`config.mk`:
```
export PLATFORM = sky130hd
export DESIGN_NAME = acr_converter_ctrl
export DESIGN_NICKNAME = d
export VERILOG_FILES = /design/src/verilog/acr_pkg.sv /design/src/verilog/acr_converter_ctrl.sv
export SDC_FILE = /design/constraint.sdc
export NUM_CORES = 1
export LEC_CHECK = 0
export ABC_AREA = 1
export CORE_ASPECT_RATIO = 0.75
export CORE_UTILIZATION = 34
export DETAILED_ROUTE_END_ITERATION = 7
export DONT_BUFFER_PORTS = 1
export GPL_ROUTABILITY_DRIVEN = 0
export PLACE_DENSITY = 0.45
export SETUP_SLACK_MARGIN = 0.2
export SLEW_MARGIN = 15
export SYNTH_ARGS = -nofsm -noshare
export SYNTH_HDL_FRONTEND = slang
export SYNTH_SLANG_ARGS = --single-unit
```
`constraint.sdc`:
```
create_clock -name pclk -period 5.9 [get_ports pclk]
set_input_delay 0.295 -clock pclk [delete_from_list [all_inputs] [get_ports pclk]]
set_output_delay 0.295 -clock pclk [all_outputs]
set_load 0.05 [all_outputs]
```
`src/verilog/acr_pkg.sv`:
```
// Register map, field layout and timing counts of the converter control block
package acr_pkg;
  localparam int ACR_DATA_W = 32;
  localparam int ACR_ADDR_W = 8;
  // Register indices; byte address is four times the index
  localparam logic [2:0] ACR_IDX_CTRL_B = 3'h3;
  localparam logic [2:0] ACR_IDX_RES_LO = 3'h4;
  localparam logic [2:0] ACR_IDX_RES_HI = 3'h5;
  localparam logic [2:0] ACR_IDX_CTRL_A = 3'h6;
  localparam logic [2:0] ACR_IDX_IN_SEL = 3'h7;
  // converter_control_a fields
  localparam int ACR_A_EN = 7;
  localparam int ACR_A_START = 6;
  localparam int ACR_A_ATE = 5;
  localparam int ACR_A_FLAG = 4;
  localparam int ACR_A_IE = 3;
  // converter_control_b fields
  localparam int ACR_B_BIN = 7;
  localparam int ACR_B_CMP = 6;
  localparam int ACR_B_IPR = 5;
  // input_select fields
  localparam int ACR_S_REF1 = 7;
  localparam int ACR_S_REF0 = 6;
  localparam int ACR_S_LADJ = 5;
  localparam int ACR_S_REF2 = 4;
  // Reset values
  localparam logic [7:0] ACR_RST_BYTE = 8'h00;
  localparam logic [9:0] ACR_RST_RES = 10'h000;
  // Converter clock counts per conversion
  localparam logic [4:0] ACR_CYC_FIRST = 5'h19;
  localparam logic [4:0] ACR_CYC_NORMAL = 5'h0D;
  // Free-running trigger code and saturated unipolar value
  localparam logic [2:0] ACR_TS_FREE = 3'h0;
  localparam logic [9:0] ACR_RES_SAT = 10'h3FF;
  // Input codes presented to the analog multiplexer
  localparam logic [2:0] ACR_IN_TEMP = 3'h4;
  localparam logic [2:0] ACR_IN_BGAP = 3'h5;
  localparam logic [2:0] ACR_IN_GND = 3'h6;
  localparam logic [2:0] ACR_IN_NONE = 3'h7;
endpackage
```
`src/verilog/acr_converter_ctrl.sv`:
```
// Control and result registers of a 10-bit converter, APB slave
// Operation
// Left-adjust bit selects result byte alignment
// Alignment change remaps result bytes immediately
// Codes 0-3 pins, 12 bandgap, 13 ground, 15 temp
// Codes 4-11 differential pairs, odd codes 20x
// Channel change waits for running conversion
// Enable powers converter, disable aborts conversion
// Start bit begins single or first conversion
// First conversion 25 clocks, later 13
// Start reads busy, writing zero ignored
// Auto trigger on selected source rising edge
// Done flag set when result updated
// Done flag cleared by vector or write one
// Interrupt when flag, enable, global enable
// Divider codes give 2,2,4..128 system clocks
// Low byte read locks result until high read
// Result bit placement per alignment
// Bipolar mode gives two's complement result
// Unipolar negative difference saturates result
// Unipolar 10 bits, bipolar 9 plus sign
// Trigger codes: free run, then six sources
// Reference change deferred, next takes 25
// Free running restarts after each completion
`timescale 1ns/1ns
module acr_converter_ctrl
  import acr_pkg::*;
(
  input wire logic pclk,
  input wire logic presetn,
  input wire logic psel,
  input wire logic penable,
  input wire logic pwrite,
  input wire logic [ACR_ADDR_W-1:0] paddr,
  input wire logic [ACR_DATA_W-1:0] pwdata,
  input wire logic [3:0] pstrb,
  output logic [ACR_DATA_W-1:0] prdata,
  output logic pready,
  output logic pslverr,
  input wire logic [5:0] trigger_in,
  input wire logic irq_vector_ack,
  input wire logic global_irq_enable,
  output logic conv_irq,
  input wire logic [9:0] core_magnitude,
  input wire logic core_negative,
  output logic conv_power,
  output logic conv_sample,
  output logic [2:0] conv_pos_input,
  output logic [2:0] conv_neg_input,
  output logic conv_differential,
  output logic conv_gain_20x,
  output logic conv_bipolar,
  output logic [2:0] conv_reference
);

  typedef struct packed {
    logic enable;
    logic busy;
    logic auto_trig;
    logic done_flag;
    logic irq_en;
    logic [2:0] div_sel;
    logic bipolar;
    logic cmp_mux;
    logic polarity_rev;
    logic [2:0] trig_sel;
    logic left_adj;
    logic [2:0] ref_sel;
    logic [3:0] chan_sel;
    logic [7:0] mux_act;
    logic [2:0] ref_act;
    logic bipolar_act;
    logic first;
    logic [6:0] pre_cnt;
    logic [4:0] tick_cnt;
    logic [9:0] result;
    logic lock;
    logic trig_prev;
    logic sample;
    logic [7:0] rdata;
  } acr_state_t;

  acr_state_t st_q;
  acr_state_t st_d;

  // Mask of prescaler counter bits that must all be one for a converter tick
  function automatic logic [6:0] div_mask(input logic [2:0] sel);
    logic [6:0] m;
    m = 7'h01;
    if (sel > 3'h1) begin
      m = 7'(({7'h00, 1'b1} << sel) - 8'h01);
    end
    return m;
  endfunction

  // Multiplexer decode: {differential, gain20x, positive, negative}
  function automatic logic [7:0] chan_decode(input logic [3:0] c);
    logic [7:0] r;
    r = {2'b00, ACR_IN_NONE, ACR_IN_NONE};
    case (c)
      4'h0, 4'h1, 4'h2, 4'h3: begin
        r = {2'b00, 1'b0, c[1:0], ACR_IN_GND};
      end
      4'h4, 4'h5: begin
        r = {1'b1, c[0], 3'h2, 3'h2};
      end
      4'h6, 4'h7: begin
        r = {1'b1, c[0], 3'h2, 3'h3};
      end
      4'h8, 4'h9: begin
        r = {1'b1, c[0], 3'h0, 3'h0};
      end
      4'hA, 4'hB: begin
        r = {1'b1, c[0], 3'h0, 3'h1};
      end
      4'hC: begin
        r = {2'b00, ACR_IN_BGAP, ACR_IN_GND};
      end
      4'hD: begin
        r = {2'b00, ACR_IN_GND, ACR_IN_GND};
      end
      4'hF: begin
        r = {2'b00, ACR_IN_TEMP, ACR_IN_GND};
      end
      default: begin
        r = {2'b00, ACR_IN_NONE, ACR_IN_NONE};
      end
    endcase
    return r;
  endfunction

  // Selected auto-trigger source; free running and code 7 pick nothing
  // A case, not an index, so no code can select outside the six sources
  function automatic logic trig_pick(input logic [2:0] sel, input logic [5:0] src);
    logic t;
    t = 1'b0;
    case (sel)
      3'h1: t = src[0];
      3'h2: t = src[1];
      3'h3: t = src[2];
      3'h4: t = src[3];
      3'h5: t = src[4];
      3'h6: t = src[5];
      default: t = 1'b0;
    endcase
    return t;
  endfunction

  // Result coding from the core's magnitude and sign
  function automatic logic [9:0] code_result(input logic [9:0] mag, input logic neg,
                                             input logic bip, input logic diff);
    logic [9:0] half;
    logic [9:0] r;
    half = {1'b0, mag[9:1]};
    r = mag;
    if (diff && bip) begin
      r = neg ? 10'(~half + 10'h001) : half;
    end else if (diff && neg) begin
      r = ACR_RES_SAT;
    end
    return r;
  endfunction

  // Register read image; result alignment follows the live left-adjust bit
  function automatic logic [7:0] read_byte(input logic [2:0] idx, input acr_state_t s);
    logic [7:0] b;
    b = 8'h00;
    case (idx)
      ACR_IDX_CTRL_B: begin
        b = {s.bipolar, s.cmp_mux, s.polarity_rev, 2'b00, s.trig_sel};
      end
      ACR_IDX_RES_LO: begin
        b = s.left_adj ? {s.result[1:0], 6'h00} : s.result[7:0];
      end
      ACR_IDX_RES_HI: begin
        b = s.left_adj ? s.result[9:2] : {6'h00, s.result[9:8]};
      end
      ACR_IDX_CTRL_A: begin
        b = {s.enable, s.busy, s.auto_trig, s.done_flag, s.irq_en, s.div_sel};
      end
      ACR_IDX_IN_SEL: begin
        b = {s.ref_sel[1], s.ref_sel[0], s.left_adj, s.ref_sel[2], s.chan_sel};
      end
      default: begin
        b = 8'h00;
      end
    endcase
    return b;
  endfunction

  logic addr_ok;
  logic [2:0] idx;
  logic setup_rd;
  logic wr;
  logic [7:0] wb;
  logic tick;
  logic [4:0] target;
  logic complete;
  logic abort;
  logic start;
  logic trig_now;
  logic [7:0] dec;
  logic [6:0] mask;
  logic trig_edge;

  assign idx = paddr[4:2];
  assign addr_ok = (paddr[1:0] == 2'b00) && (paddr[ACR_ADDR_W-1:5] == 3'h0) &&
                   (idx >= ACR_IDX_CTRL_B);
  // Zero-wait slave: access phase always completes in its first cycle
  assign pready = psel & penable;
  assign pslverr = psel & penable & ~addr_ok;
  assign prdata = {24'h000000, st_q.rdata};
  assign conv_irq = st_q.done_flag & st_q.irq_en & global_irq_enable;
  assign conv_power = st_q.enable;
  assign conv_sample = st_q.sample;
  // Selects come straight from flops, so the multiplexer never sees decode glitches
  assign dec = st_q.mux_act;
  assign conv_differential = dec[7];
  assign conv_gain_20x = dec[6];
  assign conv_pos_input = dec[5:3];
  assign conv_neg_input = dec[2:0];
  assign conv_bipolar = st_q.bipolar_act;
  assign conv_reference = st_q.ref_act;

  always_comb begin
    st_d = st_q;
    st_d.sample = 1'b0;
    setup_rd = psel & ~penable & ~pwrite & addr_ok;
    wr = psel & penable & pwrite & addr_ok & pstrb[0];
    wb = pwdata[7:0];
    abort = 1'b0;
    start = 1'b0;
    complete = 1'b0;
    target = st_q.first ? ACR_CYC_FIRST : ACR_CYC_NORMAL;

    // Read data is captured in the setup cycle so that it is a flop at the access edge
    if (psel & ~penable) begin
      st_d.rdata = addr_ok ? read_byte(idx, st_q) : 8'h00;
    end
    // Lock taken with the same capture, so a result landing later cannot split the pair
    if (setup_rd && idx == ACR_IDX_RES_LO) begin
      st_d.lock = 1'b1;
    end
    if (setup_rd && idx == ACR_IDX_RES_HI) begin
      st_d.lock = 1'b0;
    end

    if (wr) begin
      case (idx)
        ACR_IDX_CTRL_A: begin
          st_d.enable = wb[ACR_A_EN];
          st_d.auto_trig = wb[ACR_A_ATE];
          st_d.irq_en = wb[ACR_A_IE];
          st_d.div_sel = wb[2:0];
          if (wb[ACR_A_FLAG]) begin
            st_d.done_flag = 1'b0;
          end
          // Enable and start may arrive in one write; that conversion is a first one
          if (!wb[ACR_A_EN]) begin
            abort = 1'b1;
          end else if (!st_q.enable) begin
            st_d.first = 1'b1;
          end
          if (wb[ACR_A_EN] && wb[ACR_A_START] && !st_q.busy) begin
            start = 1'b1;
          end
        end
        ACR_IDX_CTRL_B: begin
          st_d.bipolar = wb[ACR_B_BIN];
          st_d.cmp_mux = wb[ACR_B_CMP];
          st_d.polarity_rev = wb[ACR_B_IPR];
          st_d.trig_sel = wb[2:0];
        end
        ACR_IDX_IN_SEL: begin
          st_d.left_adj = wb[ACR_S_LADJ];
          st_d.ref_sel = {wb[ACR_S_REF2], wb[ACR_S_REF1], wb[ACR_S_REF0]};
          st_d.chan_sel = wb[3:0];
        end
        default: begin
        end
      endcase
    end

    if (irq_vector_ack) begin
      st_d.done_flag = 1'b0;
    end

    // Prescaler runs only while powered and restarts from zero, so tick phase is repeatable
    st_d.pre_cnt = st_d.enable ? 7'(st_q.pre_cnt + 7'h01) : 7'h00;
    mask = div_mask(st_q.div_sel);
    tick = st_q.enable && ((st_q.pre_cnt & mask) == mask);

    // A disable outranks a completion landing in the same cycle
    if (abort) begin
      st_d.busy = 1'b0;
      st_d.tick_cnt = 5'h00;
    end else if (st_q.busy && tick) begin
      if (st_q.tick_cnt == 5'(target - 5'h01)) begin
        complete = 1'b1;
        st_d.busy = 1'b0;
        st_d.first = 1'b0;
        st_d.done_flag = 1'b1;
        // A locked pair drops this result; the flag still reports the completion
        if (!st_q.lock) begin
          st_d.result = code_result(core_magnitude, core_negative,
                                    st_q.bipolar_act, dec[7]);
        end
      end else begin
        st_d.tick_cnt = 5'(st_q.tick_cnt + 5'h01);
      end
    end

    // Trigger edge is judged on the selected source; code zero selects none
    trig_now = trig_pick(st_q.trig_sel, trigger_in);
    trig_edge = trig_now && !st_q.trig_prev;
    // Edge memory follows the selected source, so a switch from a low source to a high one reads as an edge
    st_d.trig_prev = trig_now;
    if (st_q.enable && !abort && st_q.auto_trig && trig_edge && !st_q.busy) begin
      start = 1'b1;
    end
    if (complete && st_q.auto_trig && st_q.trig_sel == ACR_TS_FREE && !abort) begin
      start = 1'b1;
    end

    // Selections are latched only at a start, so rewrites mid-conversion wait
    if (start) begin
      st_d.busy = 1'b1;
      st_d.tick_cnt = 5'h00;
      st_d.sample = 1'b1;
      st_d.mux_act = chan_decode(st_q.chan_sel);
      st_d.bipolar_act = st_q.bipolar;
      st_d.ref_act = st_q.ref_sel;
      if (st_q.ref_sel != st_q.ref_act) begin
        st_d.first = 1'b1;
      end
    end
  end

  always_ff @(posedge pclk or negedge presetn) begin
    if (!presetn) begin
      // Every field but mux_act clears; the multiplexer rests on pin 0 against ground
      st_q <= '{
        enable: 1'b0,
        busy: 1'b0,
        auto_trig: 1'b0,
        done_flag: 1'b0,
        irq_en: 1'b0,
        div_sel: 3'h0,
        bipolar: 1'b0,
        cmp_mux: 1'b0,
        polarity_rev: 1'b0,
        trig_sel: 3'h0,
        left_adj: 1'b0,
        ref_sel: 3'h0,
        chan_sel: 4'h0,
        mux_act: {2'b00, 3'h0, ACR_IN_GND},
        ref_act: 3'h0,
        bipolar_act: 1'b0,
        first: 1'b0,
        pre_cnt: 7'h00,
        tick_cnt: 5'h00,
        result: ACR_RST_RES,
        lock: 1'b0,
        trig_prev: 1'b0,
        sample: 1'b0,
        rdata: ACR_RST_BYTE
      };
    end else begin
      st_q <= st_d;
    end
  end

endmodule

```
==> impl_metrics.yaml, run 1 <==
status:
  status: "complete, no violations"
finish:
  nets: 633
  syn_to_final_growth_pct: 6.31
  drive_above_1_share_pct: 7.96
  num_antenna_cells: 0
  layout.cells.non_filler: 731
routing:
  wl_per_cell_um: 15.0
  vias: 3507
  drt_iter0_markers: 164
  drtAntennaViolNets: 0
  drc_errors: 0
  via_per_inst: 4.80
  dr.pass1.iters: 5
  routed_wirelength_um: 11000
sta:
  rsz0062_at_grt: "false"
  post-route-min-period_ns: 2.55
  hold_violations: 0
  timing.final.ws_setup_ns: 3.35
  slew_headroom_pct: 40.3
  fin_tns_setup_ns: 0
  worst_pin_slew_ns: 0.892
  slew_viol_final: 0
  setup_viol_count_final: 0
  skew_ns: 0.00529
  max_freq_mhz: 392
  period_share_pct: 43.2
global_route:
  grt_use_met3_pct: 5.30
  antenna_found_initial: 0
  grt_first_pass_wirelength_um: 17900
  use_met2_pct: 24.7
  grt.total_usage_pct: 17.7
  grt_pass1_vias: 3296
  grt_overflow: 0
  grtUsageMet1_pct: 26.2
  busiest_layer: "met1"
  grt_max_degree: 69
synthesis:
  synth_edf_count: 0
  seq_area_frac_synth_pct: 39.6
  synth_cells: 577
  synth_cell_type_count: 43
  syn-cell-area_sq_um: 4300
  synth.avg_cell_area_sq_um: 7.45
  synthTopCellsByArea: "dfrtp_1 38%, nand2_1 12%, buf_4 7.9%"
  async_flop_share_pct: 100
  synth_top_cell_by_area: "dfrtp_1"
  synthFlopType: "dfrtp_1"
  yosysWarnings: 0
  ys_ff_latch: 68
  yosysTopAreaCellShare_pct: 38.4
clock_network:
  cts-root-buf: "clkbuf_16"
  clkLatencyLatePin_ns: 0.33
  numClockSinks: 68
  path_clk_slew_ns: 0.06
  cts_buffers: 9
  cts_tree: "built"
  cts_buffer_depth: 2
  htree_levels: 3
power:
  totalPowerFinal_w: 0.00114
  vdd_drop_max_mv: 0.124
  leakagePower_nw: 2.29
  p_per_area_nw_per_um2: 250
critical_path:
  cp_cell_sequence: "inv_1 -> nand2_1 -> inv_1 -> nand2_1 -> ha_1 -> inv_1 -> nand2_1 -> nand3_1 -> nand2_1 -> nand2_1 -> nand2_1 -> a21oi_2 -> nand3_2 -> nand3_1 -> nor2_1"
  cpMaxStageDelayCell: "dfrtp_1"
  cp.required_ns: 6.11
  cpMostUsedCell: "nand2_1"
  max_stage_delay_ns: 0.43
  crit_fanout: 15
  start_kind: "register"
  worstRegToRegCells: 15
  worstPathArrival_ns: 2.76
  crit_type: "register to register"
  end_kind: "register"
floorplan:
  die_h_um: 99.4
  io_pins: 117
  row_count: 35
  start_util_pct: 34.9
  dieWidth_um: 132
  coreArea_sq_um: 12300
  dieArea_sq_um: 13100
hold_path:
  hold_depth: 1
  holdCritPathClass: "input port to register"
placed_design:
  numPortBuffers: 0
  hpwl_um: 8330
  post-place-ws_ns: 3.38
  dpl.cell_count: 713
flow_run:
  cap_violations: 0
==> cell usage in the layout, fill, tap and decap left out, types with 2 or more instances in the layout <==
master     count
inv_2          5
dfstp_2        2
xnor2_1        4
bufinv_16      2
a211oi_1       4
nor4_1         3
a21oi_1       12
nor3_1         3
inv_1         76
clkinv_2       2
nand3_1       43
xor2_1         6
o21ai_0       61
a21boi_0       3
ha_1           5
o31ai_1        3
clkbuf_16      9
nor2_1        34
nand3_2        2
o21ai_1        5
nand2_2       11
nand2_1      138
dfrtp_1       66
nand2_4        2
conb_1        24
o22ai_1        7
nand4_1       13
clkinv_4       2
==> Yosys cell counts (2+ instances only) <==
master / n
inv_1: 76
a211oi_1: 4
buf_4: 45
dfrtp_1: 66
xor2_1: 6
nand2_4: 2
nor4_1: 3
a21oi_1: 12
nand3_1: 43
clkbuf_1: 6
nand2_2: 11
dfstp_2: 2
o21ai_0: 61
xnor2_1: 4
ha_1: 5
o21ai_1: 5
inv_2: 5
nand3_2: 2
o22ai_1: 7
o31ai_1: 3
nand2_1: 138
a21boi_0: 3
nand4_1: 13
nor3_1: 3
nor2_1: 34
==> per-stage QoR <==
step	instance area (sq um)	hold WS, ns	util, %
2_1_floorplan	4390	-0.000591	-
3_3_place_gp	4210	0.00223	34.2
3_5_place_dp	4210	0.00187	34.2
4_1_cts	4570	0.0429	37.2
5_1_grt	4570	0.0499	37.2
6_report	4570	0.0554	37.2
==> sequential cells by signal, summed over array words and instances, names as in the netlist <==
name	count
conv_sample	1
conv_bipolar	1
st_q	46
dec	8
conv_power	1
conv_reference	3
prdata	8
==> timing repair <==
item                                    CTS  global route
endpoints found under the setup margin    0             0
setup buffers                             0             0
hold endpoints to repair                 68             0
hold buffers                              2             0
resized for setup                         0             0
==> critical path, delay by kind of cell, from the launching register on <==
family,cells,cell delay [ns]
AOI/OAI and AO/OA,1,0.21
adders and majority gates,1,0.22
buffers and inverters,3,0.30
DFF,1,0.43
and+or+nand+nor,10,1.25
==> cell families after synthesis <==
| group | Yosys count | synth area share [%] |
|---|---|---|
| AO/OA/AOI/OAI | 103 | 13.4 |
| other | 1 | 0.0872 |
| AND/OR/NAND/NOR | 255 | 27.2 |
| adder cells (fa/ha/maj) | 5 | 1.45 |
| flip-flops | 68 | 39.6 |
| XOR/XNOR | 10 | 2.04 |
| buffers and inverters | 135 | 16.1 |
==> where the power goes <==
| part | leakage [nW] | switching, W | internal, W |
|---|---|---|---|
| Combinational | 1.22 | 0.0000700 | 0.0000132 |
| Clock | 0.162 | 0.000206 | 0.000381 |
| Sequential | 0.912 | 0.00000189 | 0.000468 |
==> layout make-up <==
type	instances	area (sq um)
clock buffers	10	239
clock inverters	6	87.6
fillers	1336	7730
inverters	82	308
multi-input cells	397	1990
flip-flops and latches	68	1700
well taps	166	208
repair buffers	2	37.5
==> worst paths after layout <==
check | startpoint | endpoint | slack [ns]
worst max-delay path | st_q[62]$_DFFE_PN0P_ | st_q[25]$_DFFE_PN0P_ | 3.35
worst min-delay path | irq_vector_ack | st_q[64]$_DFF_PN0_ | 0.06
worst max register to register | st_q[62]$_DFFE_PN0P_ | st_q[25]$_DFFE_PN0P_ | 3.35
worst min register to register | st_q[20]$_DFFE_PN0P_ | st_q[20]$_DFFE_PN0P_ | 0.48
max in group asynchronous | presetn | dec[1]$_DFFE_PN1N_ | 5.01
min in group asynchronous | presetn | st_q[62]$_DFFE_PN0P_ | 0.53
==> routing by layer <==
layer	wire length (um)	up-vias
met5	0	-
met4	38	0
met3	848	2
met2	4440	106
met1	5640	1616
li1	-	1783
Note: power is estimated with default switching activity, not from simulation.
==> run 2: changes to the inputs <==
--- a/config.mk
+++ b/config.mk
@@ -11,7 +11,7 @@
 export DETAILED_ROUTE_END_ITERATION = 7
 export DONT_BUFFER_PORTS = 1
 export GPL_ROUTABILITY_DRIVEN = 0
-export PLACE_DENSITY = 0.45
+export PLACE_DENSITY = 0.47
 export SETUP_SLACK_MARGIN = 0.2
 export SLEW_MARGIN = 15
 export SYNTH_ARGS = -nofsm -noshare
==> constraint.sdc (replaced) <==
create_clock -name pclk -period 2.1 [get_ports pclk]
set_input_delay 0.105 -clock pclk [delete_from_list [all_inputs] [get_ports pclk]]
set_output_delay 0.105 -clock pclk [all_outputs]
set_load 0.05 [all_outputs]
==> run 2 against run 1 <==
Against the previous run:
- register-to-register slack got worse by 3.3 ns
- routed wire length rose by 5.9%
- sequential share of layout area shrank 3.4 points
- critical path depth shrank 2
- global-route usage rose by 0.88 points
- non-clock buffer count is 33 higher
- worst setup slack got worse by 3.3 ns
- sequential power grew to 2.8 times the previous value
- first-iteration DRC count increased by 45%
- worst hold slack lost 0.052 ns
- flip-flop and latch count is the same
- cell count up 4.7%
- largest cell class unchanged
==> impl_metrics.yaml, run 2 (same netlist as run 1, synthesis figures left out) <==
status:
  status: "complete, no violations"
routing:
  vias: 3684
  wl_per_cell_um: 15.2
  drtAntennaViolNets: 0
  via_per_inst: 4.82
  routed_wirelength_um: 11600
  drc_errors: 0
  dr.pass1.iters: 5
  drt_iter0_markers: 238
power:
  vdd_drop_max_mv: 0.379
  p_per_area_nw_per_um2: 636
  leakagePower_nw: 2.48
hold_path:
  holdCritPathClass: "input port to register"
sta:
  slew_viol_final: 0
  rsz0062_at_grt: "true"
  slew_headroom_pct: 61.5
  hold_violations: 0
  skew_ns: 0.00987
  setup_viol_count_final: 0
  max_freq_mhz: 493
  worst_pin_slew_ns: 0.577
  period_share_pct: 96.6
  post-route-min-period_ns: 2.03
global_route:
  antenna_found_initial: 0
  grt_max_degree: 69
  grt_pass1_vias: 3542
  grt_first_pass_wirelength_um: 18700
  grt_overflow: 0
  grt.total_usage_pct: 18.5
placed_design:
  dpl_cell_area_sq_um: 4370
  dpl.cell_count: 732
  numPortBuffers: 0
  hpwl_um: 8430
clock_network:
  cts_buffers: 9
  cts_tree: "built"
  numClockSinks: 68
  path_clk_slew_ns: 0.06
  clkLatencyLatePin_ns: 0.33
  cts-root-buf: "clkbuf_16"
  cts_buffer_depth: 2
  htree_levels: 3
finish:
  utilization_pct: 40.9
  layout.cells.non_filler: 765
  syn_to_final_growth_pct: 17.1
  num_antenna_cells: 0
  final_common_cell: "nand2_1"
  regMostFlops: "st_q"
  largest_reg_flops: 46
  nets: 667
  final_cell_mix: "126 x nand2_1, 71 x inv_1, 66 x dfrtp_1"
  fillers: 1298
  fin_area_sq_um: 5040
  drive_above_1_share_pct: 18.2
critical_path:
  end_kind: "register"
  max_stage_delay_ns: 0.43
  cpMaxStageDelayCell: "dfrtp_1"
  cp.required_ns: 2.31
  cp_cell_sequence: "nor2_2 -> buf_4 -> buf_4 -> buf_4 -> buf_4 -> nand2_2 -> nand3_2 -> nand3_4 -> a21oi_4 -> nand3_4 -> buf_6 -> nand3_1 -> nand2_1"
  start_kind: "register"
  cpMostUsedCell: "buf_4"
  worstPathArrival_ns: 2.24
  crit_type: "register to register"
  crit_fanout: 6
floorplan:
  die_h_um: 99.4
  start_util_pct: 34.9
  dieArea_sq_um: 13100
  dieWidth_um: 132
  row_count: 35
  io_pins: 117
  coreArea_sq_um: 12300
flow_run:
  cap_violations: 0
-- run 2: cell count changes in the layout (fill, tap and decap cells not counted), sizes merged --
cell	delta
dlygate4sd3	+6
clkinv	-1
nand2	+1
clkbuf	+1
buf	+27
-- run 2: layout make-up --
| type | count | area [sq um] | share of cell area (%) |
|---|---|---|---|
| clock inverter | 5 | 75.1 | 1.49 |
| inverter | 82 | 313 | 6.21 |
| timing repair buffer | 35 | 312 | 6.18 |
| multi-input combinational | 398 | 2180 | 43.3 |
| clock buffer | 11 | 243 | 4.82 |
| tap | 166 | 208 | 4.12 |
| sequential | 68 | 1700 | 33.8 |
-- run 2: where the power goes --
| group | switching, W | internal (W) |
|---|---|---|
| Clock | 0.000561 | 0.00107 |
| Sequential | 0.00000483 | 0.00132 |
| Combinational | 0.000205 | 0.0000495 |
| Total | 0.000772 | 0.00243 |
-- run 2: metrics by stage --
step | setup TNS, ns | hold WS (ns) | worst slack (ns) | power, W
2_1_floorplan | 0 | -0.191 | 0.201 | 0.00156
5_1_grt | -0.239 | 0.0237 | -0.0227 | 0.00332
3_3_place_gp | 0 | -0.188 | 0.00740 | 0.00155
3_5_place_dp | 0 | -0.187 | 0.000457 | 0.00155
6_report | 0 | 0.00338 | 0.0715 | 0.00320
4_1_cts | 0 | 0.00244 | 0.134 | 0.00323
-- run 2: what timing repair did --
action / in CTS / in global routing
pin swaps: 17 / 22
setup endpoints to repair: 29 / 31
buffers inserted: 4 / 3
resized for setup: 24 / 23
hold endpoints to repair: 79 / 1
hold buffers: 7 / 1
gates cloned: 2 / 0
-- run 2: layer usage --
| metal | routed length [um] | vias to the layer above | part of all wire, % | track usage [%] |
|---|---|---|---|---|
| met5 | 0 | - | 0 | 0 |
| met4 | 85 | 0 | 0.73 | 3.85 |
| met3 | 742 | 7 | 6.4 | 5.66 |
| met2 | 4790 | 107 | 41 | 26.5 |
| met1 | 5990 | 1726 | 52 | 27.2 |
| li1 | - | 1844 | - | - |
-- run 2: worst paths after layout --
kind	startpoint	endpoint	slack, ns	cells after the start
worst max-delay path	st_q[61]$_DFFE_PN0P_	dec[4]$_DFFE_PN0N_	0.07	13
worst min-delay path	core_magnitude[0]	st_q[11]$_DFFE_PN0P_	0.003	2
worst max register to register	st_q[61]$_DFFE_PN0P_	dec[4]$_DFFE_PN0N_	0.07	13
worst min register to register	st_q[20]$_DFFE_PN0P_	st_q[20]$_DFFE_PN0P_	0.48	2
max in group asynchronous	presetn	dec[1]$_DFFE_PN1N_	1.44	2
min in group asynchronous	presetn	st_q[31]$_DFF_PN0_	0.30	2
-- run 2: worst max-delay path, delay by kind of cell (launching register included) --
kind | cells | cell delay (ns)
AND/OR/NAND/NOR | 7 | 0.68
AO/OA/AOI/OAI | 1 | 0.18
buffers and inverters | 5 | 0.60
flip-flops | 1 | 0.43
==> run 3: changes to the inputs <==
--- a/config.mk
+++ b/config.mk
@@ -7,11 +7,12 @@
 export LEC_CHECK = 0
 export ABC_AREA = 1
 export CORE_ASPECT_RATIO = 0.75
-export CORE_UTILIZATION = 34
+export CORE_UTILIZATION = 50
+export CTS_BUF_LIST = sky130_fd_sc_hd__clkbuf_8
 export DETAILED_ROUTE_END_ITERATION = 7
 export DONT_BUFFER_PORTS = 1
 export GPL_ROUTABILITY_DRIVEN = 0
-export PLACE_DENSITY = 0.47
+export PLACE_DENSITY = 0.65
 export SETUP_SLACK_MARGIN = 0.2
 export SLEW_MARGIN = 15
 export SYNTH_ARGS = -nofsm -noshare
==> run 3 against run 2 <==
Against the previous run:
- register-to-register slack gained 0.03 ns
- clock power shrank 34%
- clock skew rose by 0.00065 ns
==> impl_metrics.yaml, run 3 (same netlist as run 1, synthesis figures left out) <==
sta:
  period_share_pct: 95.0
  skew_ns: 0.0105
  timing.final.ws_setup_ns: 0.105
  rsz0062_at_grt: "true"
  post-route-min-period_ns: 1.99
  slew_viol_final: 0
  max_freq_mhz: 501
  setup_viol_count_final: 0
  worst_pin_slew_ns: 0.558
  hold_violations: 0
  slew_headroom_pct: 62.7
finish:
  fillers: 744
  layout.cells.non_filler: 706
  syn_to_final_growth_pct: 13.8
  seq_area_sq_um: 1700
  final_common_cell: "nand2_1"
  regMostFlops: "st_q"
  final_cell_mix: "122 x nand2_1, 73 x inv_1, 66 x dfrtp_1"
  num_antenna_cells: 0
  multi_input_area_sq_um: 2210
  largest_reg_flops: 46
  drive_above_1_share_pct: 19.0
  nets: 669
  utilization_pct: 60.5
clock_network:
  htree_levels: 3
  cts_tree: "built"
  clkLatencyLatePin_ns: 0.35
  path_clk_slew_ns: 0.07
  cts-root-buf: "clkbuf_8"
  numClockSinks: 68
  cts_buffer_depth: 2
  cts_buffers: 9
routing:
  dr.pass1.iters: 5
  drt_iter0_markers: 346
  via_per_inst: 5.39
  routed_wirelength_um: 10800
  drtAntennaViolNets: 0
  wl_per_cell_um: 15.2
  vias: 3803
  drc_errors: 0
power:
  p_per_area_nw_per_um2: 541
  vdd_drop_max_mv: 0.434
  leakagePower_nw: 2.46
critical_path:
  crit_family: "simple AND/OR/NAND/NOR gates"
  crit_end: "conv_reference[0]$_DFFE_PN0N_"
  crit_fanout: 6
  rrSetupSlack_ns: 0.11
  cpMostUsedCell: "nand2_2"
  crit_type: "register to register"
  reg2reg_from: "st_q[61]$_DFFE_PN0P_"
  cp_num_buf_inv: 4
  max_stage_delay_ns: 0.44
  worstPathArrival_ns: 2.23
  cp_cell_sequence: "inv_2 -> nand2_2 -> inv_2 -> nand2_2 -> ha_4 -> inv_2 -> nand2_2 -> nand3_2 -> nand2_1 -> nand2_1 -> nand2_2 -> a21oi_4 -> nand3_4 -> buf_6 -> nand3_2 -> nand2_1"
  startpoint: "st_q[61]$_DFFE_PN0P_"
  worstRegToRegCells: 16
  cp.required_ns: 2.34
  r2r_end: "conv_reference[0]$_DFFE_PN0N_"
  start_kind: "register"
  cp.depth: 16
  cpMaxStageDelayCell: "dfrtp_1"
  end_kind: "register"
hold_path:
  hold_depth: 2
  holdCritPathClass: "input port to register"
placed_design:
  numPortBuffers: 0
  hpwl_um: 7670
  post-place-ws_ns: -0.0289
  dpl.cell_count: 672
global_route:
  grt_pass1_vias: 3414
  antenna_found_initial: 0
  grt.total_usage_pct: 25.8
  grt_overflow: 0
  grt_max_degree: 69
  grt_first_pass_wirelength_um: 17400
floorplan:
  dieWidth_um: 109
  coreArea_sq_um: 8090
  io_pins: 117
  die_h_um: 82.3
  dieArea_sq_um: 8980
  row_count: 28
  start_util_pct: 53.1
status:
  status: "complete, no violations"
flow_run:
  cap_violations: 0
[run 3: cell count changes in the layout (fill, tap and decap cells not counted), sizes merged]
cell,before,now
clkinvlp,0,2
inv,81,83
dlygate4sd3,7,10
buf,28,27
clkinv,4,2
clkbuf,11,10
bufinv,2,1
[run 3: cell type report]
cell class                 instances  share of cell area [%]
clock inverter                     6                    1.18
clock buffer                      10                    2.81
inverter                          82                    6.34
timing repair buffer              37                    6.98
sequential                        68                    34.8
tap                              105                    2.68
multi-input combinational        398                    45.2
[run 3: worst min-delay path by stage]
stage	startpoint	to	slack, ns
after floorplan	presetn	conv_bipolar$_DFFE_PN0N_	-0.19
after global placement	presetn	prdata[3]$_DFFE_PN0P_	-0.19
after detailed placement	presetn	prdata[4]$_DFFE_PN0P_	-0.19
after CTS	pwdata[1]	st_q[55]$_DFFE_PN0P_	0.01
after global routing	pwdata[2]	st_q[56]$_DFFE_PN0P_	0.02
final	pwdata[1]	st_q[55]$_DFFE_PN0P_	0.02
[run 3: timing repair]
action | in CTS | in global routing
buffers inserted | 4 | 1
setup endpoints to repair | 29 | 31
hold buffers | 11 | 0
cloned | 2 | 0
gates resized for setup | 31 | 24
pin swaps | 23 | 16
endpoints found under the hold margin | 85 | 0
[run 3: per-stage QoR]
stage	instance area (sq um)	setup TNS (ns)	power (W)	hold slack (ns)
global route	4890	-0.0702	0.00276	0.0207
CTS	4790	0	0.00267	0.0101
finish	4890	0	0.00265	0.0212
global placement	4300	0	0.00154	-0.189
floorplan	4410	0	0.00156	-0.191
detailed placement	4300	-0.121	0.00155	-0.189
[run 3: report_power, final]
part	internal, W	total (W)	switching (W)
logic	0.0000518	0.000256	0.000204
registers	0.00131	0.00132	0.00000470
clock network	0.000570	0.00107	0.000505
[run 3: layer usage]
metal  vias up  routed length [um]  global-route usage (%)
met5         -                   0                       0
met1      1791                5260                    37.5
li1       1850                   -                       -
met4         0                 234                    9.59
met3        22                 824                    7.06
met2       140                4440                    36.2
